[config.mk]
export PLATFORM = sky130hd
export DESIGN_NAME = acg_controller
export DESIGN_NICKNAME = d
export VERILOG_FILES = /design/src/rtl/acg_pkg.sv /design/src/rtl/acg_controller.sv
export VERILOG_INCLUDE_DIRS = /design/src /design/src/rtl
export SDC_FILE = /design/constraint.sdc
export NUM_CORES = 1
export LEC_CHECK = 0
export BUFFER_PORTS_ARGS = -buffer_cell sky130_fd_sc_hd__buf_2
export CORE_MARGIN = 2
export CORE_UTILIZATION = 39
export CTS_CLUSTER_SIZE = 40
export DETAILED_ROUTE_END_ITERATION = 8
export PLACE_DENSITY_LB_ADDON = 0.1
export SYNTH_ARGS = -nofsm -noshare
export SYNTH_HDL_FRONTEND = slang
export SYNTH_SLANG_ARGS = --single-unit
[constraint.sdc]
create_clock -name ref_clk -period 5 [get_ports ref_clk]
set_input_delay 0.25 -clock ref_clk [delete_from_list [all_inputs] [get_ports ref_clk]]
set_output_delay 0.25 -clock ref_clk [all_outputs]
set_load 0.01 [all_outputs]
[src/rtl/acg_consts.svh]
// register indices, field positions, reset values and timing for the frame-sync clock block
`ifndef ACG_CONSTS_SVH
`define ACG_CONSTS_SVH
// register indices; byte address is four times the index
`define ACG_IDX_P_CFG 8'h38
`define ACG_IDX_P_LOW 8'h39
`define ACG_IDX_S_CFG 8'h3A
`define ACG_IDX_S_LOW 8'h3B
`define ACG_IDX_STATUS 8'h3C
`define ACG_IDX_CTRL 8'h40
`define ACG_IDX_IRQ_STS 8'h41
`define ACG_IDX_IRQ_MASK 8'h42
// fields of the per-port frame generator config registers
`define ACG_B_INT_SEL 7
`define ACG_B_INV 6
`define ACG_F_HIGH_MSB 5
// fields of the port mode register
`define ACG_B_P_CTRL 4
`define ACG_B_S_CTRL 3
// fields of the clock error status register
`define ACG_B_RATIO_ERR 7
`define ACG_B_SRC_ERR 4
`define ACG_B_DEM_ERR 3
`define ACG_B_PDM_ERR 2
`define ACG_B_STOP 1
// reset values
`define ACG_RST_REG 8'h00
// timing: clock-stop window and system clock rate
`define ACG_STOP_TIME_US 1000
`define ACG_CLK_FREQ_MHZ 100
`endif

[src/rtl/acg_pkg.sv]
// types shared by the frame-sync clock block
package acg_pkg;
  // controller/target settings of one audio port
  typedef struct packed {
    logic ctrl;
    logic int_sel;
    logic inv;
    logic [13:0] ratio;
  } acg_port_cfg_t;
  // clock fault conditions reported by neighbouring logic
  typedef struct packed {
    logic src_unsupported;
    logic custom_mn;
    logic dem_invalid;
    logic pdm_invalid;
  } acg_fault_in_t;
  // register bus slave states
  typedef enum logic [0:0] {ACG_IDLE, ACG_ACCESS} acg_bus_state_t;
endpackage : acg_pkg

[src/rtl/acg_controller.sv]
// frame-sync generation, ratio checking and clock error status for both audio ports
//
// Implementation choice: the APB slave port.
`timescale 1ns/1ns
`include "acg_consts.svh"

// one audio port: pin sampling, frame generator and ratio checker
module acg_port (
  // clock and reset
  input wire logic ref_clk,
  input wire logic rst,
  input wire logic clk_en,
  // settings
  input wire acg_pkg::acg_port_cfg_t cfg,
  // pins and internal clock
  input wire logic bitclk_pin,
  input wire logic fsync_pin_in,
  input wire logic internal_bitclk,
  // results
  output logic fsync_out,
  output logic fsync_oe,
  output logic ratio_err,
  output logic bitclk_edge
);
  logic [2:0] bclk_sync; // three-stage sampler of the bit clock pin
  logic [2:0] fs_sync; // three-stage sampler of the frame sync pin
  logic bclk_lvl; // accepted bit clock level
  logic fs_lvl; // accepted frame sync level
  logic int_lvl; // previous internal bit clock level
  logic [13:0] gen_cnt; // bit clocks into the current generated frame
  logic [13:0] meas_cnt; // bit clocks seen since last external frame
  logic meas_valid; // a frame start has been seen, so the count spans a whole frame
  logic [2:0] next_bclk_sync, next_fs_sync;
  logic next_bclk_lvl, next_fs_lvl, next_int_lvl;
  logic [13:0] next_gen_cnt, next_meas_cnt;
  logic next_meas_valid, next_fsync_out, next_fsync_oe, next_ratio_err;
  logic ext_rise, ext_fall, fs_rise, sel_rise, sel_fall, gen_edge;

  // edge finding and next-state computation
  always_comb begin
    next_bclk_sync = {bclk_sync[1:0], bitclk_pin};
    next_fs_sync = {fs_sync[1:0], fsync_pin_in};
    next_int_lvl = internal_bitclk;
    next_bclk_lvl = bclk_lvl;
    next_fs_lvl = fs_lvl;
    // a change counts once stages two and three agree
    if (bclk_sync[1] == bclk_sync[2]) begin
      next_bclk_lvl = bclk_sync[2];
    end
    if (fs_sync[1] == fs_sync[2]) begin
      next_fs_lvl = fs_sync[2];
    end
    ext_rise = next_bclk_lvl & ~bclk_lvl;
    ext_fall = ~next_bclk_lvl & bclk_lvl;
    fs_rise = next_fs_lvl & ~fs_lvl;
    bitclk_edge = ext_rise | ext_fall;
    // source choice: internal or external bit clock
    sel_rise = cfg.int_sel ? (internal_bitclk & ~int_lvl) : ext_rise;
    sel_fall = cfg.int_sel ? (~internal_bitclk & int_lvl) : ext_fall;
    // inversion only moves the framing edge, nothing else
    gen_edge = cfg.inv ? sel_fall : sel_rise;
    next_gen_cnt = gen_cnt;
    next_fsync_out = fsync_out;
    next_fsync_oe = cfg.ctrl;
    // frame generator, active only as controller with a ratio set
    if (!cfg.ctrl || cfg.ratio == 14'h0000) begin
      next_gen_cnt = 14'h0000;
      next_fsync_out = 1'b0;
    end else if (gen_edge) begin
      if (gen_cnt >= cfg.ratio - 14'h0001) begin
        next_gen_cnt = 14'h0000;
        next_fsync_out = 1'b1;
      end else begin
        next_gen_cnt = gen_cnt + 14'h0001;
        next_fsync_out = 1'b0;
      end
    end
    // ratio checker for an externally driven frame sync
    next_meas_cnt = meas_cnt;
    next_meas_valid = meas_valid;
    next_ratio_err = ratio_err;
    if (cfg.ctrl || cfg.ratio == 14'h0000) begin
      next_meas_cnt = 14'h0000;
      next_meas_valid = 1'b0;
      next_ratio_err = 1'b0;
    end else if (fs_rise) begin
      // mismatch sets, a matching frame clears
      next_ratio_err = meas_valid && (meas_cnt != cfg.ratio);
      next_meas_cnt = ext_rise ? 14'h0001 : 14'h0000;
      next_meas_valid = 1'b1;
    end else if (ext_rise && meas_cnt != 14'h3FFF) begin
      next_meas_cnt = meas_cnt + 14'h0001;
    end
  end

  // port state registers
  always_ff @(posedge ref_clk) begin
    if (rst) begin
      bclk_sync <= 3'h0;
      fs_sync <= 3'h0;
      bclk_lvl <= 1'b0;
      fs_lvl <= 1'b0;
      int_lvl <= 1'b0;
      gen_cnt <= 14'h0000;
      meas_cnt <= 14'h0000;
      meas_valid <= 1'b0;
      fsync_out <= 1'b0;
      fsync_oe <= 1'b0;
      ratio_err <= 1'b0;
    end else if (clk_en) begin
      bclk_sync <= next_bclk_sync;
      fs_sync <= next_fs_sync;
      bclk_lvl <= next_bclk_lvl;
      fs_lvl <= next_fs_lvl;
      int_lvl <= next_int_lvl;
      gen_cnt <= next_gen_cnt;
      meas_cnt <= next_meas_cnt;
      meas_valid <= next_meas_valid;
      fsync_out <= next_fsync_out;
      fsync_oe <= next_fsync_oe;
      ratio_err <= next_ratio_err;
    end
  end
endmodule : acg_port

// top: register file on the bus, both ports, clock error status and interrupt
module acg_controller #(
  parameter int STOP_CYCLES = `ACG_STOP_TIME_US * `ACG_CLK_FREQ_MHZ
) (
  // clock, reset, enable
  input wire logic ref_clk,
  input wire logic rst,
  input wire logic clk_en,
  // register bus
  input wire logic psel,
  input wire logic penable,
  input wire logic pwrite,
  input wire logic [11:0] paddr,
  input wire logic [31:0] pwdata,
  input wire logic [3:0] pstrb,
  output logic [31:0] prdata,
  output logic pready,
  output logic pslverr,
  // primary audio port
  input wire logic primary_bitclk_in,
  input wire logic primary_internal_bitclk,
  input wire logic primary_fsync_in,
  output logic primary_fsync_out,
  output logic primary_fsync_oe,
  // secondary audio port
  input wire logic secondary_bitclk_in,
  input wire logic secondary_internal_bitclk,
  input wire logic secondary_fsync_in,
  output logic secondary_fsync_out,
  output logic secondary_fsync_oe,
  // fault conditions from neighbouring logic
  input wire acg_pkg::acg_fault_in_t fault_in,
  // interrupt
  output logic irq
);
  localparam logic [16:0] STOP_LIMIT = 17'(STOP_CYCLES); // stop window in cycles
  logic [7:0] p_cfg, p_low, s_cfg, s_low; // frame generator settings
  logic [7:0] mode; // controller/target selection per port
  logic [7:0] status; // live clock error status
  logic [7:0] irq_sts; // sticky event bits, write one to clear
  logic [7:0] irq_mask; // interrupt enables
  logic [16:0] stop_cnt; // cycles since last bit clock edge
  acg_pkg::acg_bus_state_t state;
  logic [7:0] next_p_cfg, next_p_low, next_s_cfg, next_s_low, next_mode;
  logic [7:0] next_status, next_irq_sts, next_irq_mask, rd_byte;
  logic [16:0] next_stop_cnt;
  logic [31:0] next_prdata;
  logic next_pready, next_pslverr, next_irq, wr_en, hit, p_err, s_err;
  logic p_edge, s_edge;
  logic [9:0] idx;
  acg_pkg::acg_bus_state_t next_state;
  acg_pkg::acg_port_cfg_t p_port, s_port;

  // settings per port; ratio joins high six and low eight bits
  always_comb begin
    p_port = '{ctrl: mode[`ACG_B_P_CTRL], int_sel: p_cfg[`ACG_B_INT_SEL],
               inv: p_cfg[`ACG_B_INV], ratio: {p_cfg[`ACG_F_HIGH_MSB:0], p_low}};
    s_port = '{ctrl: mode[`ACG_B_S_CTRL], int_sel: s_cfg[`ACG_B_INT_SEL],
               inv: s_cfg[`ACG_B_INV], ratio: {s_cfg[`ACG_F_HIGH_MSB:0], s_low}};
  end

  // primary audio port
  acg_port u_primary (
    .ref_clk(ref_clk),
    .rst(rst),
    .clk_en(clk_en),
    .cfg(p_port),
    .bitclk_pin(primary_bitclk_in),
    .fsync_pin_in(primary_fsync_in),
    .internal_bitclk(primary_internal_bitclk),
    .fsync_out(primary_fsync_out),
    .fsync_oe(primary_fsync_oe),
    .ratio_err(p_err),
    .bitclk_edge(p_edge)
  );

  // secondary audio port
  acg_port u_secondary (
    .ref_clk(ref_clk),
    .rst(rst),
    .clk_en(clk_en),
    .cfg(s_port),
    .bitclk_pin(secondary_bitclk_in),
    .fsync_pin_in(secondary_fsync_in),
    .internal_bitclk(secondary_internal_bitclk),
    .fsync_out(secondary_fsync_out),
    .fsync_oe(secondary_fsync_oe),
    .ratio_err(s_err),
    .bitclk_edge(s_edge)
  );

  // status, stop watchdog, interrupt and bus next values
  always_comb begin
    idx = paddr[11:2];
    // clock-stop watchdog: any external bit clock edge restarts it
    next_stop_cnt = stop_cnt;
    if (p_edge || s_edge) begin
      next_stop_cnt = 17'h00000;
    end else if (stop_cnt < STOP_LIMIT) begin
      next_stop_cnt = stop_cnt + 17'h00001;
    end
    // live status; unlisted bits stay zero
    next_status = 8'h00;
    next_status[`ACG_B_RATIO_ERR] = p_err | s_err;
    next_status[`ACG_B_SRC_ERR] = fault_in.src_unsupported & ~fault_in.custom_mn;
    next_status[`ACG_B_DEM_ERR] = fault_in.dem_invalid;
    next_status[`ACG_B_PDM_ERR] = fault_in.pdm_invalid;
    next_status[`ACG_B_STOP] = (next_stop_cnt >= STOP_LIMIT);
    // read decode
    hit = 1'b1;
    case (idx)
      10'(`ACG_IDX_P_CFG): rd_byte = p_cfg;
      10'(`ACG_IDX_P_LOW): rd_byte = p_low;
      10'(`ACG_IDX_S_CFG): rd_byte = s_cfg;
      10'(`ACG_IDX_S_LOW): rd_byte = s_low;
      10'(`ACG_IDX_STATUS): rd_byte = status;
      10'(`ACG_IDX_CTRL): rd_byte = mode;
      10'(`ACG_IDX_IRQ_STS): rd_byte = irq_sts;
      10'(`ACG_IDX_IRQ_MASK): rd_byte = irq_mask;
      default: begin
        rd_byte = 8'h00;
        hit = 1'b0;
      end
    endcase
    wr_en = psel && penable && pready && pwrite && pstrb[0] && hit;
    next_p_cfg = p_cfg;
    next_p_low = p_low;
    next_s_cfg = s_cfg;
    next_s_low = s_low;
    next_mode = mode;
    next_irq_mask = irq_mask;
    next_irq_sts = irq_sts;
    // writes land only on the completing access edge
    if (wr_en) begin
      case (idx)
        10'(`ACG_IDX_P_CFG): next_p_cfg = pwdata[7:0];
        10'(`ACG_IDX_P_LOW): next_p_low = pwdata[7:0];
        10'(`ACG_IDX_S_CFG): next_s_cfg = pwdata[7:0];
        10'(`ACG_IDX_S_LOW): next_s_low = pwdata[7:0];
        10'(`ACG_IDX_CTRL): begin
          next_mode = 8'h00;
          next_mode[`ACG_B_P_CTRL] = pwdata[`ACG_B_P_CTRL];
          next_mode[`ACG_B_S_CTRL] = pwdata[`ACG_B_S_CTRL];
        end
        10'(`ACG_IDX_IRQ_STS): next_irq_sts = irq_sts & ~pwdata[7:0];
        10'(`ACG_IDX_IRQ_MASK): next_irq_mask = pwdata[7:0];
        default: next_irq_mask = irq_mask;
      endcase
    end
    // new error events set after the clear, so they win
    next_irq_sts = next_irq_sts | (next_status & ~status);
    next_irq = |(next_irq_sts & next_irq_mask);
    // bus handshake: answer in the first access cycle
    next_state = state;
    next_pready = 1'b0;
    next_pslverr = 1'b0;
    next_prdata = prdata;
    case (state)
      acg_pkg::ACG_IDLE: begin
        if (psel && !penable) begin
          next_state = acg_pkg::ACG_ACCESS;
          next_pready = 1'b1;
          next_pslverr = ~hit;
          next_prdata = {24'h000000, rd_byte};
        end
      end
      acg_pkg::ACG_ACCESS: begin
        next_state = acg_pkg::ACG_IDLE;
      end
      default: next_state = acg_pkg::ACG_IDLE;
    endcase
  end

  // register file, status and bus registers
  always_ff @(posedge ref_clk) begin
    if (rst) begin
      p_cfg <= `ACG_RST_REG;
      p_low <= `ACG_RST_REG;
      s_cfg <= `ACG_RST_REG;
      s_low <= `ACG_RST_REG;
      mode <= `ACG_RST_REG;
      status <= `ACG_RST_REG;
      irq_sts <= `ACG_RST_REG;
      irq_mask <= `ACG_RST_REG;
      stop_cnt <= 17'h00000;
      irq <= 1'b0;
      state <= acg_pkg::ACG_IDLE;
      prdata <= 32'h00000000;
      pready <= 1'b0;
      pslverr <= 1'b0;
    end else if (clk_en) begin
      p_cfg <= next_p_cfg;
      p_low <= next_p_low;
      s_cfg <= next_s_cfg;
      s_low <= next_s_low;
      mode <= next_mode;
      status <= next_status;
      irq_sts <= next_irq_sts;
      irq_mask <= next_irq_mask;
      stop_cnt <= next_stop_cnt;
      irq <= next_irq;
      state <= next_state;
      prdata <= next_prdata;
      pready <= next_pready;
      pslverr <= next_pslverr;
    end
  end
endmodule : acg_controller

==> results.yml, run 1 <==
clock_tree:
  cts_tree: "done"
  ctsRootBufferMaster: "clkbuf_16"
  cts_buffers: 17
  htreeDepth: 4
  clk_latency_ns: 0.43
  cts_setup_buffers: 0
  ctsResizeCount: 0
  clk_pin_slew_ns: 0.07
  holdBufCountCts: 0
  clock-sinks: 165
  cts_max_path_buffers: 2
pwr:
  pwr-share-seq_pct: 47.1
  power_frac_comb_pct: 5.3
  p_sw_w: 0.0007215
  p_clk_share_pct: 47.7
  sw_frac_of_total_pct: 25.39
  peakVddDrop_mv: 0.1761
  p_per_area_mw_per_mm2: 260.9
  p_int_w: 0.002120
  power_leakage_nw: 4.282
yosys:
  synth_top_area_share_pct: 33.16
  syn_area_mm2: 0.009961
  ys_warn_count: 0
  synth_top_flop_cell: "dfxtp_1"
  yosys-top-cells-area: "dfxtp_1 (33%), mux2i_1 (6.4%), nor2_1 (5.8%)"
  post-synth-top-count-cell: "dfxtp_1"
  ys_ff_latch: 165
  synth_edf_count: 0
  ys_types: 79
  yosysSeqAreaShare_pct: 33.16
  ys_top_cells_by_count: "dfxtp_1 (165), nor2_1 (155), nand2_1 (124), mux2i_1 (64), a21oi_1 (61)"
  async_flop_share_pct: 0
  syn_avg_cell_area_um2: 8.138
  synth_largest_area_cell: "dfxtp_1"
  syn_inst: 1224
critical_path:
  reg2reg_depth: 14
  path_cells: "inv_1, ha_1, or3b_4, or4_4, nor2_1, xnor2_1, ha_1, a21o_1, a21o_1, a221oi_1, o211a_1, o21bai_1, or4b_2, o311ai_0"
  crit_start: "p_low[0]"
  end_kind: "register"
  cp_slowest_cell: "or4b_2"
  r2r-end: "u_primary.gen_cnt[9]"
  r2r-start: "p_low[0]"
  required_ns: 5.33
  worst-r2r-setup-slack_ns: 0.95
  critical_path_class: "reg -> reg"
  slowest_delay_ns: 0.64
  cp_max_fo: 7
  start_kind: "register"
  worstPathArrival_ns: 4.38
finish:
  final_cells: 1567
  nNetsFinal: 1327
  n_antenna_cell: 0
  syn2layout_area_growth_pct: 9.358
  final_core_util_pct: 43.38
  finish.instance_area_mm2: 0.01089
  drive_gt1_share_pct: 9.458
routing:
  drt-vias-per-instance: 5.392
  ant_nets: 0
  wl_um: 26510
  drtIter0Drc: 481
  drt-wirelength-per-cell_um: 16.91
  drc: 0
  vias: 8450
  firstDrtPassIters: 8
min_path:
  hold_path.class: "in -> reg"
  hp-start: "primary_fsync_in"
  holdPathStages: 3
  hold_end: "u_primary.fs_sync[0]"
floorplanning:
  num_rows: 58
  fp.dieArea_mm2: 0.02684
  core_area_mm2: 0.02511
  chipHeight_um: 163.8
  io_pins: 103
  die_x_um: 163.8
  start_util_pct: 39.67
timing:
  slew_viol_final: 0
  worst_slack_ns: 0.9450
  fin_skew_ns: 0.008528
  setup_viol: 0
  rsz0062_at_grt: "no"
  final.min_clock_period_ns: 4.055
  period_share_pct: 81.10
  max_freq_ghz: 0.2466
  finalSetupTns_ns: 0
  tightest_slew_ns: 1.154
  hold_violations: 0
  slew_headroom_pct: 22.36
global_route:
  grt_max_degree: 119
  antenna_found_initial: 0
  overflow: 0
  grt_pass1_wl_um: 42610
  grt_pass1_vias: 7841
  gr-usage-all-layers_pct: 19.96
flow_run:
  drv_cap: 0
place:
  place.detailed.hpwl_um: 18930
  post-place-ws_ns: 0.9268
  place.gp.congestion: 0.8010
  dp_cells: 1535
  placed_area_mm2: 0.01029
  portBuffers: 49
outcome:
  status: "complete, no violations"
## logic make-up after synthesis
group                    synth area share, %
adder cells (fa/ha/maj)                4.899
AO/OA/AOI/OAI                          14.92
other                                0.03765
buffers and inverters                  5.916
flip-flops                             33.16
AND/OR/NAND/NOR                        26.74
multiplexers                           7.110
XOR/XNOR                               7.210
## metrics by stage
stage,total power [W],hold WS [ns]
after CTS,0.002885,0.03722
after global placement,0.001517,0.4561
after global routing,0.002945,0.05461
after detailed placement,0.001518,0.4585
after floorplan,0.001476,0.3379
final,0.002842,0.05438
## state kept, by name, summed over array words and instances, names as in the netlist, 14 cells and up
name	cells
u_secondary.meas_cnt	14
u_primary.meas_cnt	14
stop_cnt	17
u_secondary.gen_cnt	14
u_primary.gen_cnt	14
## power groups by stage
stage | clock network (W) | logic (W) | registers [W]
3_3_place_gp | 0 | 0.000150 | 0.00137
3_5_place_dp | 0 | 0.000150 | 0.00137
4_1_cts | 0.00140 | 0.000151 | 0.00134
5_1_grt | 0.00144 | 0.000165 | 0.00134
2_1_floorplan | 0 | 0.000110 | 0.00137
6_report | 0.00135 | 0.000149 | 0.00134
## critical path, delay by kind of cell, from the launching register on
| family | cells | cell delay (ns) |
|---|---|---|
| buf+inv | 1 | 0.11 |
| simple gates | 4 | 1.70 |
| flops | 1 | 0.38 |
| compound gates | 6 | 1.18 |
| fa+ha+maj | 2 | 0.44 |
| xor+xnor | 1 | 0.13 |
## how the worst max path moves through the flow
stage,end,slack [ns],cells past startpoint
after floorplan,u_primary.gen_cnt[9],1.32,14
after global placement,u_primary.gen_cnt[11],0.98,14
after detailed placement,u_primary.gen_cnt[9],0.93,14
after CTS,u_primary.gen_cnt[9],0.91,14
after global routing,u_primary.gen_cnt[9],0.67,14
final,u_primary.gen_cnt[9],0.95,14
## layer usage
layer  track usage [%]  part of all wire (%)
met3             3.207                   2.8
met4             5.423                   1.5
met5                 0                     0
met2             32.83                    46
met1             27.12                    50
## final cells by class
class / instances / area [um^2]
fill: 2570 / 14220
multi-input combinational: 957 / 6158
sequential: 165 / 3303
timing repair buffer: 57 / 320.3
tap: 330 / 412.9
clock inverter: 15 / 175.2
inverter: 26 / 97.59
clock buffer: 17 / 425.4
## cell usage in the layout (no fill, tap or decap), types with 28 or more instances in the layout
| cell type | count |
|---|---|
| a21oi_1 | 61 |
| buf_2 | 48 |
| dfxtp_1 | 165 |
| ha_1 | 39 |
| mux2i_1 | 64 |
| nand2_1 | 124 |
| nand3_1 | 28 |
| nand4_1 | 29 |
| nor2_1 | 155 |
| o21ai_0 | 45 |
| xnor2_1 | 38 |
| xor2_1 | 44 |
(Power assumes the default switching activity.)
==> run 2, diff against run 1 <==
- ABC_AREA: unset -> 1
- clock period: 5 -> 3.34 ns (I/O delays scaled with it)
==> run 2 against run 1 <==
Effect of this change:
- flip-flop and latch count stayed put
- fmax grew 34%
- largest cell class unchanged
- combinational power is 120% higher
- sequential power grew 52%
- global-route usage grew 1.8 points
- clock-buffer cell count grew 2
==> results.yml, run 2 <==
clock_tree:
  ctsRootBufferMaster: "clkbuf_16"
  clk_pin_slew_ns: 0.08
  htreeDepth: 4
  cts_max_path_buffers: 2
  clk_latency_ns: 0.44
  clock-sinks: 165
  cts_buffers: 17
  cts_tree: "done"
  cts_setup_buffers: 0
yosys:
  yosys-top-cells-area: "dfxtp_1 (32%), nand2_1 (10%), a21oi_1 (7.7%)"
  synth.area.mux_share_pct: 0
  ys_warn_count: 0
  ys_top_cells_by_count: "nand2_1 (278), inv_1 (193), dfxtp_1 (165), a21oi_1 (157), nor2_1 (135)"
  async_flop_share_pct: 0
  synth_xor_area_share_pct: 4.121
  synth_compound_area_share_pct: 19.65
  synth-simple-area-share_pct: 27.77
  syn_inst: 1501
  synth_top_family_by_area: "simple AND/OR/NAND/NOR gates"
  syn_avg_cell_area_um2: 6.796
  synth_fa_ha_area_share_pct: 4.784
  synth_edf_count: 0
  syn_area_mm2: 0.01020
  yosysSeqAreaShare_pct: 32.38
  synth_top_flop_cell: "dfxtp_1"
  ys_ff_latch: 165
  synth_largest_area_cell: "dfxtp_1"
  ys_types: 55
  synth_top_area_share_pct: 32.38
  post-synth-top-count-cell: "nand2_1"
global_route:
  grt_max_degree: 68
  overflow: 0
  grt_pass1_wl_um: 48330
  grt_pass1_vias: 9017
  antenna_found_initial: 0
  gr-usage-all-layers_pct: 21.77
finish:
  syn2layout_area_growth_pct: 11.48
  n_antenna_cell: 0
  n_fill_cell: 2725
  top_register: "stop_cnt"
  layout_common_cells: "nand2_1 (278), inv_1 (191), dfxtp_1 (165), a21oi_1 (157), nor2_1 (133)"
  nNetsFinal: 1648
  largest_reg_flops: 17
  drive_gt1_share_pct: 9.692
  final_common_cell: "nand2_1"
timing:
  setup_viol: 0
  period_share_pct: 90.37
  tightest_slew_ns: 0.8541
  max_freq_ghz: 0.3313
  slew_headroom_pct: 43.06
  worst_slack_ns: 0.3218
  final.min_clock_period_ns: 3.018
  slew_viol_final: 0
  hold_violations: 0
  fin_skew_ns: 0.01412
  hold_slack_ns: 0.02782
  rsz0062_at_grt: "no"
critical_path:
  worstPathArrival_ns: 3.38
  path_cells: "inv_1, ha_1, nand3_2, nor2_2, nand2_1, nor2_1, nand2_1, o21ai_0, inv_1, ha_1, nand2_1, nor4_1, a221oi_2, buf_4, or2_2, a21oi_1"
  crit_top_cell: "nand2_1"
  required_ns: 3.70
  cp_max_fo: 8
  critical_path_class: "reg -> reg"
  slowest_delay_ns: 0.34
  end_kind: "register"
  cp_slowest_cell: "nor4_1"
  start_kind: "register"
routing:
  drt-vias-per-instance: 5.212
  firstDrtPassIters: 5
  vias: 9867
  drtIter0Drc: 714
  ant_nets: 0
  drc: 0
  wl_um: 30060
  drt-wirelength-per-cell_um: 15.88
place:
  portBuffers: 49
  place.gp.congestion: 0.9300
  post-place-ws_ns: -0.04903
  place.detailed.hpwl_um: 22120
floorplanning:
  io_pins: 103
  start_util_pct: 39.48
  num_rows: 59
  die_x_um: 165.7
  core_area_mm2: 0.02584
  chipHeight_um: 165.7
  fp.dieArea_mm2: 0.02747
min_path:
  hold_path.class: "in -> reg"
pwr:
  power_leakage_nw: 4.920
  p_per_area_mw_per_mm2: 391.8
  power_w: 0.004455
  peakVddDrop_mv: 0.2488
flow_run:
  drv_cap: 0
outcome:
  status: "complete, no violations"
## run 2: repair_timing
item,CTS,global route
gates resized for setup,1,6
hold buffers,4,0
setup endpoints to repair,13,29
endpoints found under the hold margin,4,0
pin swaps,0,1
## run 2: cells by family (layout without fill, tap and decap cells)
family,after synthesis,count (layout)
compound gates,359,359
xor+xnor,48,48
other cells,1,24
flops,165,165
buf+inv,268,302
fa+ha+maj,39,39
simple gates,621,621
## run 2: power breakdown
part	internal [W]	switching [W]	leakage, nW
Clock	0.00117	0.000923	0.302
Sequential	0.00201	0.0000351	1.34
Combinational	0.0000939	0.000227	3.28
## run 2: worst paths after layout
check                 startpoint             endpoint  slack (ns)  cells after the start
min                  fault_in[1]            status[3]        0.03                      3
max                     p_low[0]  u_primary.fsync_out        0.32                     16
min reg2reg  u_primary.fsync_out  u_primary.fsync_out        0.46                      2
max reg2reg             p_low[0]  u_primary.fsync_out        0.32                     16
## run 2: worst max-delay path: cells and delay by family, from the launching register on
kind / cells / cell delay, ns
simple gates: 8 / 1.31
fa+ha+maj: 2 / 0.51
buf+inv: 3 / 0.42
compound gates: 3 / 0.37
flops: 1 / 0.33
## run 2: cell type report
| cell class | count | area, um^2 | share of cell area [%] |
|---|---|---|---|
| inverter | 197 | 739.5 | 6.502 |
| sequential | 165 | 3303 | 29.05 |
| timing repair buffer | 73 | 435.4 | 3.829 |
| multi-input combinational | 1091 | 5863 | 51.56 |
| tap | 335 | 419.2 | 3.686 |
| clock buffer | 19 | 452.9 | 3.983 |
| clock inverter | 13 | 158.9 | 1.397 |
## run 2: stage by stage
step                      instance area, um^2  TNS, ns  cells  util, %
after CTS                               11350        0   1893    43.92
after global routing                    11370        0   1893    44.01
after global placement                  10690        0   1857    41.39
final                                   11370        0   1893    44.01
after floorplan                         10290        0   1524        -
after detailed placement                10690  -0.3219   1857    41.39
## run 2: per-layer routing
layer / share of wire (%) / up-vias / global-route usage (%)
met1: 49 / 4532 / 30.78
met2: 45 / 233 / 34.76
met5: 0 / - / 0
met3: 4.4 / 29 / 2.765
li1: - / 5073 / -
met4: 1.7 / 0 / 6.465
